### src/common/sar_params.svh
// constants for the successive-approximation conversion control block
// Summary of operation
// - start input falling edge ends acquisition, holds input, begins conversion
// - result found over 18 trial steps, most significant bit first
// - each trial weight is half the previous one, one weight per bit
// - after the last trial the code is formed, then busy goes low
// - busy rises at start and falls after the result is loaded, or without a load when reset input aborts
// - the result belongs to the sample just taken, no pipeline delay
// - three rate modes; fast mode sustains up to 800 kSPS
// - normal mode converts up to 666 kSPS with no idle limit
// - low-power mode saves power between conversions, up to 570 kSPS
// - low-power mode: start still low at acquisition end starts conversion
// - coding select chooses binary or twos complement except 18-bit parallel
// - output codes follow the ideal mapping, midscale 20000 or 00000
// - overrange input saturates at 3FFFF binary or 1FFFF twos complement
// - underrange input saturates at 00000 binary or 20000 twos complement
// - reset input high resets and aborts any conversion in progress
// - power-down lets the current conversion finish, then blocks conversions
`ifndef SAR_PARAMS_SVH
`define SAR_PARAMS_SVH
`define SAR_BITS 18
`define CLK_NS 50
`define FAST_KSPS 800
`define NORMAL_KSPS 666
`define LOWPWR_KSPS 570
`define PER_CYC(k) ((1000000 + (k) * `CLK_NS - 1) / ((k) * `CLK_NS))
`define CONV_CYC (`SAR_BITS + 2)
`define IDLE_US 1000
`define IDLE_CYC (`IDLE_US * 1000 / `CLK_NS)
`define OFF_CTRL 8'h00
`define OFF_STAT 8'h04
`define OFF_RESULT 8'h08
`define OFF_IRQ_STAT 8'h0c
`define OFF_IRQ_MASK 8'h10
`define CTRL_MODE_LSB 0
`define CTRL_BUSW_LSB 2
`define CTRL_RST 4'h1
`define IRQ_DONE 0
`define IRQ_REFUSED 1
`define IRQ_ABORT 2
`define IRQ_MASK_RST 3'h0
`endif

### src/common/sar_pkg.sv
// types shared by the conversion control block
`include "sar_params.svh"
package sar_pkg;
	typedef enum logic [2:0] {
		ST_ACQ = 3'b001,
		ST_CONV = 3'b010,
		ST_LOAD = 3'b100
	} conv_state_t;
	typedef enum logic [1:0] {
		MODE_FAST = 2'h0,
		MODE_NORMAL = 2'h1,
		MODE_LOWPWR = 2'h2
	} rate_mode_t;
	typedef enum logic [1:0] {
		BUSW_PAR18 = 2'h0,
		BUSW_PAR16 = 2'h1,
		BUSW_PAR8 = 2'h2,
		BUSW_SERIAL = 2'h3
	} bus_width_t;
	// least cycles from one start to the next for a rate mode
	function automatic logic [7:0] period_cyc(input logic [1:0] m);
		case (m)
			MODE_FAST: period_cyc = 8'(`PER_CYC(`FAST_KSPS));
			MODE_LOWPWR: period_cyc = 8'(`PER_CYC(`LOWPWR_KSPS));
			default: period_cyc = 8'(`PER_CYC(`NORMAL_KSPS));
		endcase
	endfunction : period_cyc
endpackage : sar_pkg

### src/hw/sar_trial_engine.sv
// successive-approximation trial sequencer, one trial per clock
`timescale 1ns/1ps
`default_nettype none
`include "sar_params.svh"
module sar_trial_engine import sar_pkg::*; #(
	parameter int BITS = `SAR_BITS
) (
	input wire logic clk,
	input wire logic arst_n,
	input wire logic go,
	input wire logic abort,
	input wire logic comparator_high,
	output logic [BITS-1:0] trial_code,
	output logic done,
	output logic [BITS-1:0] code
);
	// elaboration check on the width
	if (BITS < 2 || BITS > 24) begin : g_bits_chk
		$error("sar_trial_engine: BITS out of range");
	end
	logic active_q;
	logic [BITS-1:0] weight_q;
	logic [BITS-1:0] trial_q;
	logic [BITS-1:0] code_q;
	logic done_q;
	wire [BITS-1:0] top_w = {1'b1, {(BITS-1){1'b0}}};
	// keep the trial bit when the held input is at or above the trial level
	wire [BITS-1:0] kept = comparator_high ? trial_q : (trial_q & ~weight_q);
	wire last = weight_q[0];
	// weights halve each step, MSB first, down to one LSB
	always_ff @(posedge clk or negedge arst_n) begin
		if (!arst_n) begin
			active_q <= 1'b0;
			weight_q <= '0;
			trial_q <= '0;
			code_q <= '0;
			done_q <= 1'b0;
		end else if (abort) begin
			active_q <= 1'b0;
			weight_q <= '0;
			trial_q <= '0;
			done_q <= 1'b0;
		end else if (go) begin
			active_q <= 1'b1;
			weight_q <= top_w;
			trial_q <= top_w;
			done_q <= 1'b0;
		end else if (active_q) begin
			weight_q <= weight_q >> 1;
			trial_q <= last ? '0 : (kept | (weight_q >> 1));
			active_q <= !last;
			done_q <= last;
			if (last) begin
				code_q <= kept;
			end
		end else begin
			done_q <= 1'b0;
		end
	end
	assign trial_code = trial_q;
	assign done = done_q;
	assign code = code_q;
	property p_weight_halves;
		@(posedge clk) disable iff (!arst_n || abort)
		(active_q && !weight_q[0] && !go) |=> (weight_q == ($past(weight_q) >> 1));
	endproperty
	a_weight_halves: assert property (p_weight_halves) else $error("trial weight did not halve");
	property p_trial_count;
		@(posedge clk) disable iff (!arst_n || abort)
		go |-> ##1 (!done_q)[*8] ##11 done_q ##1 !done_q;
	endproperty
	a_trial_count: assert property (p_trial_count) else $error("trial count is not 18");
endmodule : sar_trial_engine
`default_nettype wire

### src/hw/sar_code_format.sv
// output code register with straight binary or twos complement coding
`timescale 1ns/1ps
`default_nettype none
`include "sar_params.svh"
module sar_code_format import sar_pkg::*; #(
	parameter int BITS = `SAR_BITS
) (
	input wire logic clk,
	input wire logic arst_n,
	input wire logic load,
	input wire logic twos,
	input wire logic [BITS-1:0] raw,
	output logic [BITS-1:0] code
);
	logic [BITS-1:0] code_q;
	// twos complement flips only the top bit; clamped codes follow from it
	wire [BITS-1:0] fmt = twos ? {~raw[BITS-1], raw[BITS-2:0]} : raw;
	always_ff @(posedge clk or negedge arst_n) begin
		if (!arst_n) code_q <= '0;
		else if (load) code_q <= fmt;
	end
	assign code = code_q;
	property p_twos_map;
		@(posedge clk) disable iff (!arst_n)
		(load && twos) |=> code_q == {~$past(raw[BITS-1]), $past(raw[BITS-2:0])};
	endproperty
	a_twos_map: assert property (p_twos_map) else $error("twos complement code wrong");
	property p_clamp;
		@(posedge clk) disable iff (!arst_n)
		(load && (&raw)) |=> code_q == ($past(twos) ? {1'b0, {(BITS-1){1'b1}}} : {BITS{1'b1}});
	endproperty
	a_clamp: assert property (p_clamp) else $error("overrange code wrong");
	property p_floor;
		@(posedge clk) disable iff (!arst_n)
		(load && !(|raw)) |=> code_q == ($past(twos) ? {1'b1, {(BITS-1){1'b0}}} : {BITS{1'b0}});
	endproperty
	a_floor: assert property (p_floor) else $error("underrange code wrong");
endmodule : sar_code_format
`default_nettype wire

### src/hw/sar_conversion_control.sv
// conversion control of the successive-approximation converter, AHB-Lite slave
`timescale 1ns/1ps
`default_nettype none
`include "sar_params.svh"
module sar_conversion_control import sar_pkg::*; #(
	parameter int BITS = `SAR_BITS,
	parameter logic [15:0] IDLE_LIMIT = 16'(`IDLE_CYC)
) (
	input wire logic clk,
	input wire logic arst_n,
	input wire logic hsel,
	input wire logic [31:0] haddr,
	input wire logic [1:0] htrans,
	input wire logic hwrite,
	input wire logic [2:0] hsize,
	input wire logic [31:0] hwdata,
	input wire logic hready,
	output logic hreadyout,
	output logic hresp,
	output logic [31:0] hrdata,
	input wire logic conversion_start_n,
	input wire logic coding_select,
	input wire logic power_down_input,
	input wire logic reset_input,
	input wire logic comparator_high,
	output logic [BITS-1:0] trial_code,
	output logic sample_hold,
	output logic busy,
	output logic power_save,
	output logic [BITS-1:0] result_code,
	output logic irq
);
	// elaboration checks on the parameters
	if (BITS != `SAR_BITS) begin : g_bits_chk
		$error("sar_conversion_control: BITS must be 18");
	end
	if (IDLE_LIMIT == 16'hffff) begin : g_idle_chk
		$error("sar_conversion_control: IDLE_LIMIT too large");
	end
	if (`PER_CYC(`FAST_KSPS) <= `CONV_CYC) begin : g_rate_chk
		$error("fast period shorter than conversion");
	end

	// pins: {reset, power-down, coding, start}
	logic [3:0] sync1_q;
	logic [3:0] sync2_q;
	logic start_prev_q;
	conv_state_t state_q;
	conv_state_t state_d;
	logic [15:0] since_q;
	logic [15:0] gap_q;
	logic busy_q;
	logic hold_q;
	logic save_q;
	logic first_q;
	logic [3:0] ctrl_q;
	logic [2:0] irq_stat_q;
	logic [2:0] irq_mask_q;
	logic dwr_q;
	logic [7:0] daddr_q;
	logic [31:0] rdata_q;
	logic eng_done;
	logic [BITS-1:0] eng_code;

	// two-stage synchroniser for the asynchronous pins
	always_ff @(posedge clk or negedge arst_n) begin
		if (!arst_n) begin
			sync1_q <= 4'h1;
			sync2_q <= 4'h1;
			start_prev_q <= 1'b1;
		end else begin
			sync1_q <= {reset_input, power_down_input, coding_select, conversion_start_n};
			sync2_q <= sync1_q;
			start_prev_q <= sync2_q[0];
		end
	end

	// synchronised pin levels and the start edge
	wire start_n_s = sync2_q[0];
	wire coding_s = sync2_q[1];
	wire pwr_dn_s = sync2_q[2];
	wire rst_s = sync2_q[3];
	wire start_fall = start_prev_q && !start_n_s;

	// control fields and the least start spacing of the chosen mode
	wire [1:0] mode = ctrl_q[`CTRL_MODE_LSB +: 2];
	wire [1:0] busw = ctrl_q[`CTRL_BUSW_LSB +: 2];
	wire [15:0] per = {8'h00, period_cyc(mode)};
	wire acq_done = since_q >= per;
	wire ready = (state_q == ST_ACQ) && acq_done && !pwr_dn_s && !rst_s;
	wire held = (mode == MODE_LOWPWR) && !start_n_s && (since_q == per);
	wire accept = ready && (start_fall || held);
	wire refused = start_fall && !accept;
	wire abort_ev = rst_s && (state_q != ST_ACQ);
	wire twos_sel = !coding_s && (busw != BUSW_PAR18);

	// conversion sequencing: acquire, convert, load result
	always_comb begin
		state_d = state_q;
		case (state_q)
			ST_ACQ: begin
				if (accept) state_d = ST_CONV;
			end
			ST_CONV: begin
				if (eng_done) state_d = ST_LOAD;
			end
			ST_LOAD: begin
				state_d = ST_ACQ;
			end
			default: begin
				state_d = ST_ACQ;
			end
		endcase
		if (rst_s) state_d = ST_ACQ;
	end

	// state, busy, hold and power-saving outputs
	always_ff @(posedge clk or negedge arst_n) begin
		if (!arst_n) begin
			state_q <= ST_ACQ;
			busy_q <= 1'b0;
			hold_q <= 1'b0;
			save_q <= 1'b0;
		end else begin
			state_q <= state_d;
			busy_q <= state_d != ST_ACQ;
			hold_q <= state_d == ST_CONV;
			save_q <= (state_d == ST_ACQ) && ((mode == MODE_LOWPWR) || pwr_dn_s);
		end
	end

	// cycles since the last accepted start, saturating
	always_ff @(posedge clk or negedge arst_n) begin
		if (!arst_n) begin
			since_q <= 16'hffff;
			first_q <= 1'b0;
		end else if (accept) begin
			since_q <= 16'h0000;
			first_q <= (mode == MODE_FAST) && (since_q > IDLE_LIMIT);
		end else if (since_q != 16'hffff) begin
			since_q <= since_q + 16'h0001;
		end
	end

	// trial sequencer
	sar_trial_engine #(.BITS(BITS)) u_engine (
		.clk(clk),
		.arst_n(arst_n),
		.go(accept),
		.abort(rst_s),
		.comparator_high(comparator_high),
		.trial_code(trial_code),
		.done(eng_done),
		.code(eng_code)
	);

	// output code register, loaded before busy falls
	sar_code_format #(.BITS(BITS)) u_format (
		.clk(clk),
		.arst_n(arst_n),
		.load(eng_done),
		.twos(twos_sel),
		.raw(eng_code),
		.code(result_code)
	);

	// bus address phase decode
	wire ap = hsel && htrans[1] && hready;
	wire wr_ctrl = dwr_q && (daddr_q == `OFF_CTRL);
	wire wr_irqs = dwr_q && (daddr_q == `OFF_IRQ_STAT);
	wire wr_irqm = dwr_q && (daddr_q == `OFF_IRQ_MASK);
	wire [2:0] irq_ev = {abort_ev, refused, eng_done};
	wire [2:0] irq_clr = wr_irqs ? hwdata[2:0] : 3'h0;
	wire [31:0] stat_w = {24'h0, save_q, first_q, pwr_dn_s, state_q, hold_q, busy_q};
	wire [7:0] raddr = haddr[7:0];
	wire [31:0] rd_mux =
		(raddr == `OFF_CTRL) ? {28'h0, ctrl_q} :
		(raddr == `OFF_STAT) ? stat_w :
		(raddr == `OFF_RESULT) ? {14'h0, result_code} :
		(raddr == `OFF_IRQ_STAT) ? {29'h0, irq_stat_q} :
		(raddr == `OFF_IRQ_MASK) ? {29'h0, irq_mask_q} : 32'h0;

	// bus data phase capture and read data
	always_ff @(posedge clk or negedge arst_n) begin
		if (!arst_n) begin
			dwr_q <= 1'b0;
			daddr_q <= 8'h00;
			rdata_q <= 32'h0;
		end else begin
			dwr_q <= ap && hwrite;
			daddr_q <= ap ? raddr : daddr_q;
			rdata_q <= (ap && !hwrite) ? rd_mux : 32'h0;
		end
	end

	// software registers; a new event wins over a same-cycle clear
	always_ff @(posedge clk or negedge arst_n) begin
		if (!arst_n) begin
			ctrl_q <= `CTRL_RST;
			irq_stat_q <= 3'h0;
			irq_mask_q <= `IRQ_MASK_RST;
		end else begin
			ctrl_q <= wr_ctrl ? hwdata[3:0] : ctrl_q;
			irq_stat_q <= (irq_stat_q & ~irq_clr) | irq_ev;
			irq_mask_q <= wr_irqm ? hwdata[2:0] : irq_mask_q;
		end
	end

	// outputs
	assign hreadyout = 1'b1;
	assign hresp = 1'b0;
	assign hrdata = rdata_q;
	assign busy = busy_q;
	assign sample_hold = hold_q;
	assign power_save = save_q;
	assign irq = |(irq_stat_q & irq_mask_q);

	// helper: cycles between accepted starts
	always_ff @(posedge clk or negedge arst_n) begin
		if (!arst_n) gap_q <= 16'hffff;
		else if (accept) gap_q <= 16'h0001;
		else if (gap_q != 16'hffff) gap_q <= gap_q + 16'h0001;
	end

	property p_busy_window;
		@(posedge clk) disable iff (!arst_n || rst_s)
		accept |-> ##1 busy_q[*8] ##12 busy_q ##1 !busy_q;
	endproperty
	a_busy_window: assert property (p_busy_window) else $error("busy window not 20 cycles");

	property p_loaded_before_release;
		@(posedge clk) disable iff (!arst_n || rst_s)
		$fell(busy_q) |-> $past(eng_done, 2) && (result_code == $past(result_code));
	endproperty
	a_loaded_before_release: assert property (p_loaded_before_release) else $error("busy fell early");

	property p_start_spacing;
		@(posedge clk) disable iff (!arst_n)
		accept |-> (gap_q >= {8'h00, period_cyc(mode)});
	endproperty
	a_start_spacing: assert property (p_start_spacing) else $error("start faster than mode rate");

	property p_blocked_stays;
		@(posedge clk) disable iff (!arst_n)
		(state_q == ST_ACQ && pwr_dn_s) |=> (state_q == ST_ACQ);
	endproperty
	a_blocked_stays: assert property (p_blocked_stays) else $error("conversion while powered down");

	property p_down_finishes;
		@(posedge clk) disable iff (!arst_n || rst_s)
		(state_q == ST_CONV && pwr_dn_s) |-> ##[1:20] (state_q == ST_LOAD);
	endproperty
	a_down_finishes: assert property (p_down_finishes) else $error("power-down cut conversion");

	property p_reset_abort;
		@(posedge clk) disable iff (!arst_n)
		rst_s |=> (state_q == ST_ACQ) && !busy_q && !hold_q;
	endproperty
	a_reset_abort: assert property (p_reset_abort) else $error("reset did not abort");

	property p_held_start;
		@(posedge clk) disable iff (!arst_n)
		(state_q == ST_ACQ && mode == MODE_LOWPWR && since_q == per && !start_n_s
			&& !pwr_dn_s && !rst_s) |=> (state_q == ST_CONV);
	endproperty
	a_held_start: assert property (p_held_start) else $error("held start not taken");

	property p_fall_starts;
		@(posedge clk) disable iff (!arst_n)
		(start_fall && ready) |=> hold_q && busy_q;
	endproperty
	a_fall_starts: assert property (p_fall_starts) else $error("falling start ignored");

	property p_idle_flag;
		@(posedge clk) disable iff (!arst_n)
		(accept && mode == MODE_FAST && since_q > IDLE_LIMIT) |=> first_q;
	endproperty
	a_idle_flag: assert property (p_idle_flag) else $error("idle flag not raised");
endmodule : sar_conversion_control
`default_nettype wire

### config.mk
export PLATFORM = sky130hd
export DESIGN_NAME = sar_conversion_control
export DESIGN_NICKNAME = d
export VERILOG_FILES = /design/src/common/sar_pkg.sv /design/src/hw/sar_trial_engine.sv /design/src/hw/sar_code_format.sv /design/src/hw/sar_conversion_control.sv
export VERILOG_INCLUDE_DIRS = /design/src /design/src/common
export SDC_FILE = /design/constraint.sdc
export NUM_CORES = 1
export LEC_CHECK = 0
export BUFFER_PORTS_ARGS = -buffer_cell sky130_fd_sc_hd__buf_2
export CORE_ASPECT_RATIO = 0.6
export CORE_UTILIZATION = 35
export DETAILED_ROUTE_END_ITERATION = 16
export HOLD_SLACK_MARGIN = 0.06
export SLEW_MARGIN = 20
export SYNTH_ARGS = -nofsm -noshare
export SYNTH_HDL_FRONTEND = slang
export SYNTH_SLANG_ARGS = --single-unit
### constraint.sdc
create_clock -name clk -period 2.65 [get_ports clk]
set_input_delay 0.53 -clock clk [delete_from_list [all_inputs] [get_ports clk]]
set_output_delay 0.53 -clock clk [all_outputs]
set_load 0.01 [all_outputs]
==> run summary <==
Seq/Total Area, Yosys: 56.50%
Net Switching: 1.663 mW
Comb power frac: 13.8%
Avg Vias per Cell: 4.910
CP bufs+invs: 3
type of origin of the critical path: register
worst hold path class: in2async
Clock Power Share: 41.9%
CP Capture Type: register
RSZ-0062 raised after global routing: yes
Seq cells post-synth: 143
initial antenna violation count: 0
Hold Vio Cnt, Final: 0
core box area: 17500 um2
number of global-route vias before repair: 4367
total number of vias: 4483
Max Transition Viols Final: 0
Placer Congestion: 0.8596
routed length per placed instance: 16.70 um
Routed Antenna Nets: 0
commonest register cell after synthesis: dfrtp_1
outcome: finished, final reports clean
worst-margin pin slew: 0.9352 ns
critical path class: reg2reg
asr flop ratio synth: 100.0%
maximum root-to-sink buffer count: 2
Fin Setup TNS: 0 ns
Max VDD drop: 0.4634 mV
Synth Instances: 568
Cell Area, Synth: 6380 um2
Reg clk slew, reported paths: 0.07 ns
Post-synth EDFFs: 0
Buffers on Ports: 80
crit path max fanout: 9
data required time of the critical path: 2.95 ns
Lkg Pwr: 3.696 nW
# DRC: 0
die area: 18790 um2
Top Ports: 153
YS warnings: 0
cell internal pwr: 3.968 mW
commonest cells after routing, fill and taps aside: dfrtp_1 (122), buf_2 (79), nor2_1 (70)
chip height: 106.6 um
Max stage delay on crit path: 0.37 ns
leading cell type in the layout, fill and taps excluded: dfrtp_1
clock latency on the worst-skew pair: 0.42 ns
FMAX: 382.8 MHz
sequential share of power: 44.4%
Overflow after GRT: 0
switching part of the total power: 29.53%
Root Buffer: clkbuf_16
Final setup viols: 0
end-of-flow core utilization: 44.59%
pwr/cell area: 721.5 nW/um2
Tot GR Track Use: 16.85%
clk_skew: 0.01094 ns
Max Cap Violations: 0
hold_ws: 0.09813 ns
final wirelength: 15250 um
ant diodes: 0
dpl hpwl: 10710 um
Final Cycle Share: 98.58%
post-synth cell types: 52
H-tree lvl count: 4
Die Wd: 176.3 um
worst-path cell chain: buf_4 -> nor2_1 -> ha_1 -> nand4_1 -> nor2_1 -> nand3b_1 -> o21a_1 -> a211oi_4 -> buf_4 -> clkbuf_16 -> mux2_4
Synth-to-Final Area Change: 22.32%
slack of the critical path: 0.03750 ns
Num CTS Buffers: 17
DRT Pass-1 Iters: 4
Critical Path AT: 2.91 ns
CP delay by family, top: simple AND/OR/NAND/NOR gates
row cnt: 37
1st-iter DRT viols: 290
dpl ws: 0.02967 ns
crit path time final: 2.613 ns
first-pass GRT wire length: 24090 um
TritonCTS clock tree: yes
Starting Density: 36.46%
fraction of layout instances using a drive strength above 1: 32.70%
Num Clock Sinks: 143
nets@finish: 753
slowest cell on the critical path: dfstp_2
mean post-synth cell area: 11.23 um2
max_slew headroom: 37.65%
largest net degree at the start of global routing: 69
-- per-layer routing --
metal  routed length, um  vias to the layer above  global-route usage, %
met3                 745                       15                  3.688
met2                6149                      124                  22.83
met1                8152                     2230                  26.07
met4                 199                        0                  5.590
li1                    -                     2114                      -
met5                   0                        -                      0
-- sequential cells by signal, summed over array words and instances, names as in the netlist, 3 cells and up --
signal	cells
state_q	3
sync2_q	4
hrdata	18
since_q	16
sync1_q	4
u_engine.trial_code	18
ctrl_q	4
irq_mask_q	3
daddr_q	8
u_engine.weight_q	18
u_format.code	18
u_engine.code	18
irq_stat_q	3
-- cell families (layout without fill, tap and decap cells) --
group,count (synthesis),count (layout),synth area share [%]
XOR/XNOR,14,14,1.922
adder cells (fa/ha/maj),8,8,1.569
AND/OR/NAND/NOR,196,196,15.43
AO/OA/AOI/OAI,84,84,8.433
other,2,16,0.1177
multiplexers,66,66,11.57
flip-flops,143,143,56.50
buffers and inverters,55,152,4.452
-- path summary, 6_finish.rpt --
path | startpoint | endpoint | slack [ns] | cells past startpoint
worst max-delay path | ctrl_q[0] | u_engine.code[10] | 0.04 | 11
worst min-delay path | arst_n | daddr_q[0] | 0.1 | 1
worst max register to register | ctrl_q[0] | u_engine.code[10] | 0.04 | 11
worst min register to register | sync1_q[1] | sync2_q[1] | 0.35 | 0
max in group asynchronous | arst_n | since_q[12] | 1.79 | 2
min in group clk | conversion_start_n | sync1_q[0] | 0.21 | 1
-- metrics by stage --
stage / instance area, um2 / power (mW) / cells
after global routing: 7804 / 5.901 / 913
final: 7804 / 5.631 / 913
after global placement: 7093 / 3.181 / 872
after detailed placement: 7093 / 3.232 / 872
after CTS: 7700 / 5.630 / 905
after floorplan: 6459 / 2.960 / 582
-- power by group through the flow --
stage / sequential (mW) / clock, mW / combinational [mW]
4_1_cts: 2.49 / 2.40 / 0.733
2_1_floorplan: 2.49 / 0 / 0.474
3_3_place_gp: 2.52 / 0 / 0.666
3_5_place_dp: 2.53 / 0 / 0.704
5_1_grt: 2.52 / 2.52 / 0.867
6_report: 2.50 / 2.36 / 0.774
-- cell type report --
| type | instances | area [um2] |
|---|---|---|
| inverters | 17 | 63.81 |
| clock buffers | 17 | 425.4 |
| well taps | 234 | 292.8 |
| multi-input cells | 384 | 2609 |
| fillers | 1677 | 9696 |
| flip-flops and latches | 143 | 3605 |
| repair buffers | 103 | 646.9 |
| clock inverters | 15 | 161.4 |
-- what timing repair did --
item	CTS	global route
resized for setup	1	6
cloned	0	1
buffers inserted	1	7
hold buffers	0	0
endpoints found under the setup margin	9	17
pin swaps	0	3
-- cell usage after synthesis, types with 2 or more instances --
cell type,number,area (um2)
a2111oi_0,2,17.52
a21o_1,2,15.01
a21oi_1,25,125.1
a22oi_1,17,127.6
and2_1,11,68.82
and3_1,3,18.77
buf_4,16,120.1
clkbuf_1,19,71.32
conb_1,2,7.510
dfrtp_1,122,3053
dfstp_2,21,551.8
ha_1,8,100.1
inv_1,17,63.81
mux2_2,42,473.0
mux2_4,5,75.07
mux2i_1,19,190.2
nand2_1,29,108.9
nand2b_1,11,68.82
nand3_1,10,50.05
nand4_1,5,31.28
nor2_1,71,266.5
nor2b_1,33,206.5
nor3_1,8,40.04
nor3b_1,4,30.03
o21ai_0,23,115.1
o221a_2,2,22.52
o22ai_1,4,25.02
xnor2_1,6,52.55
xor2_1,8,70.07
Power figures use the tool's default switching activity.
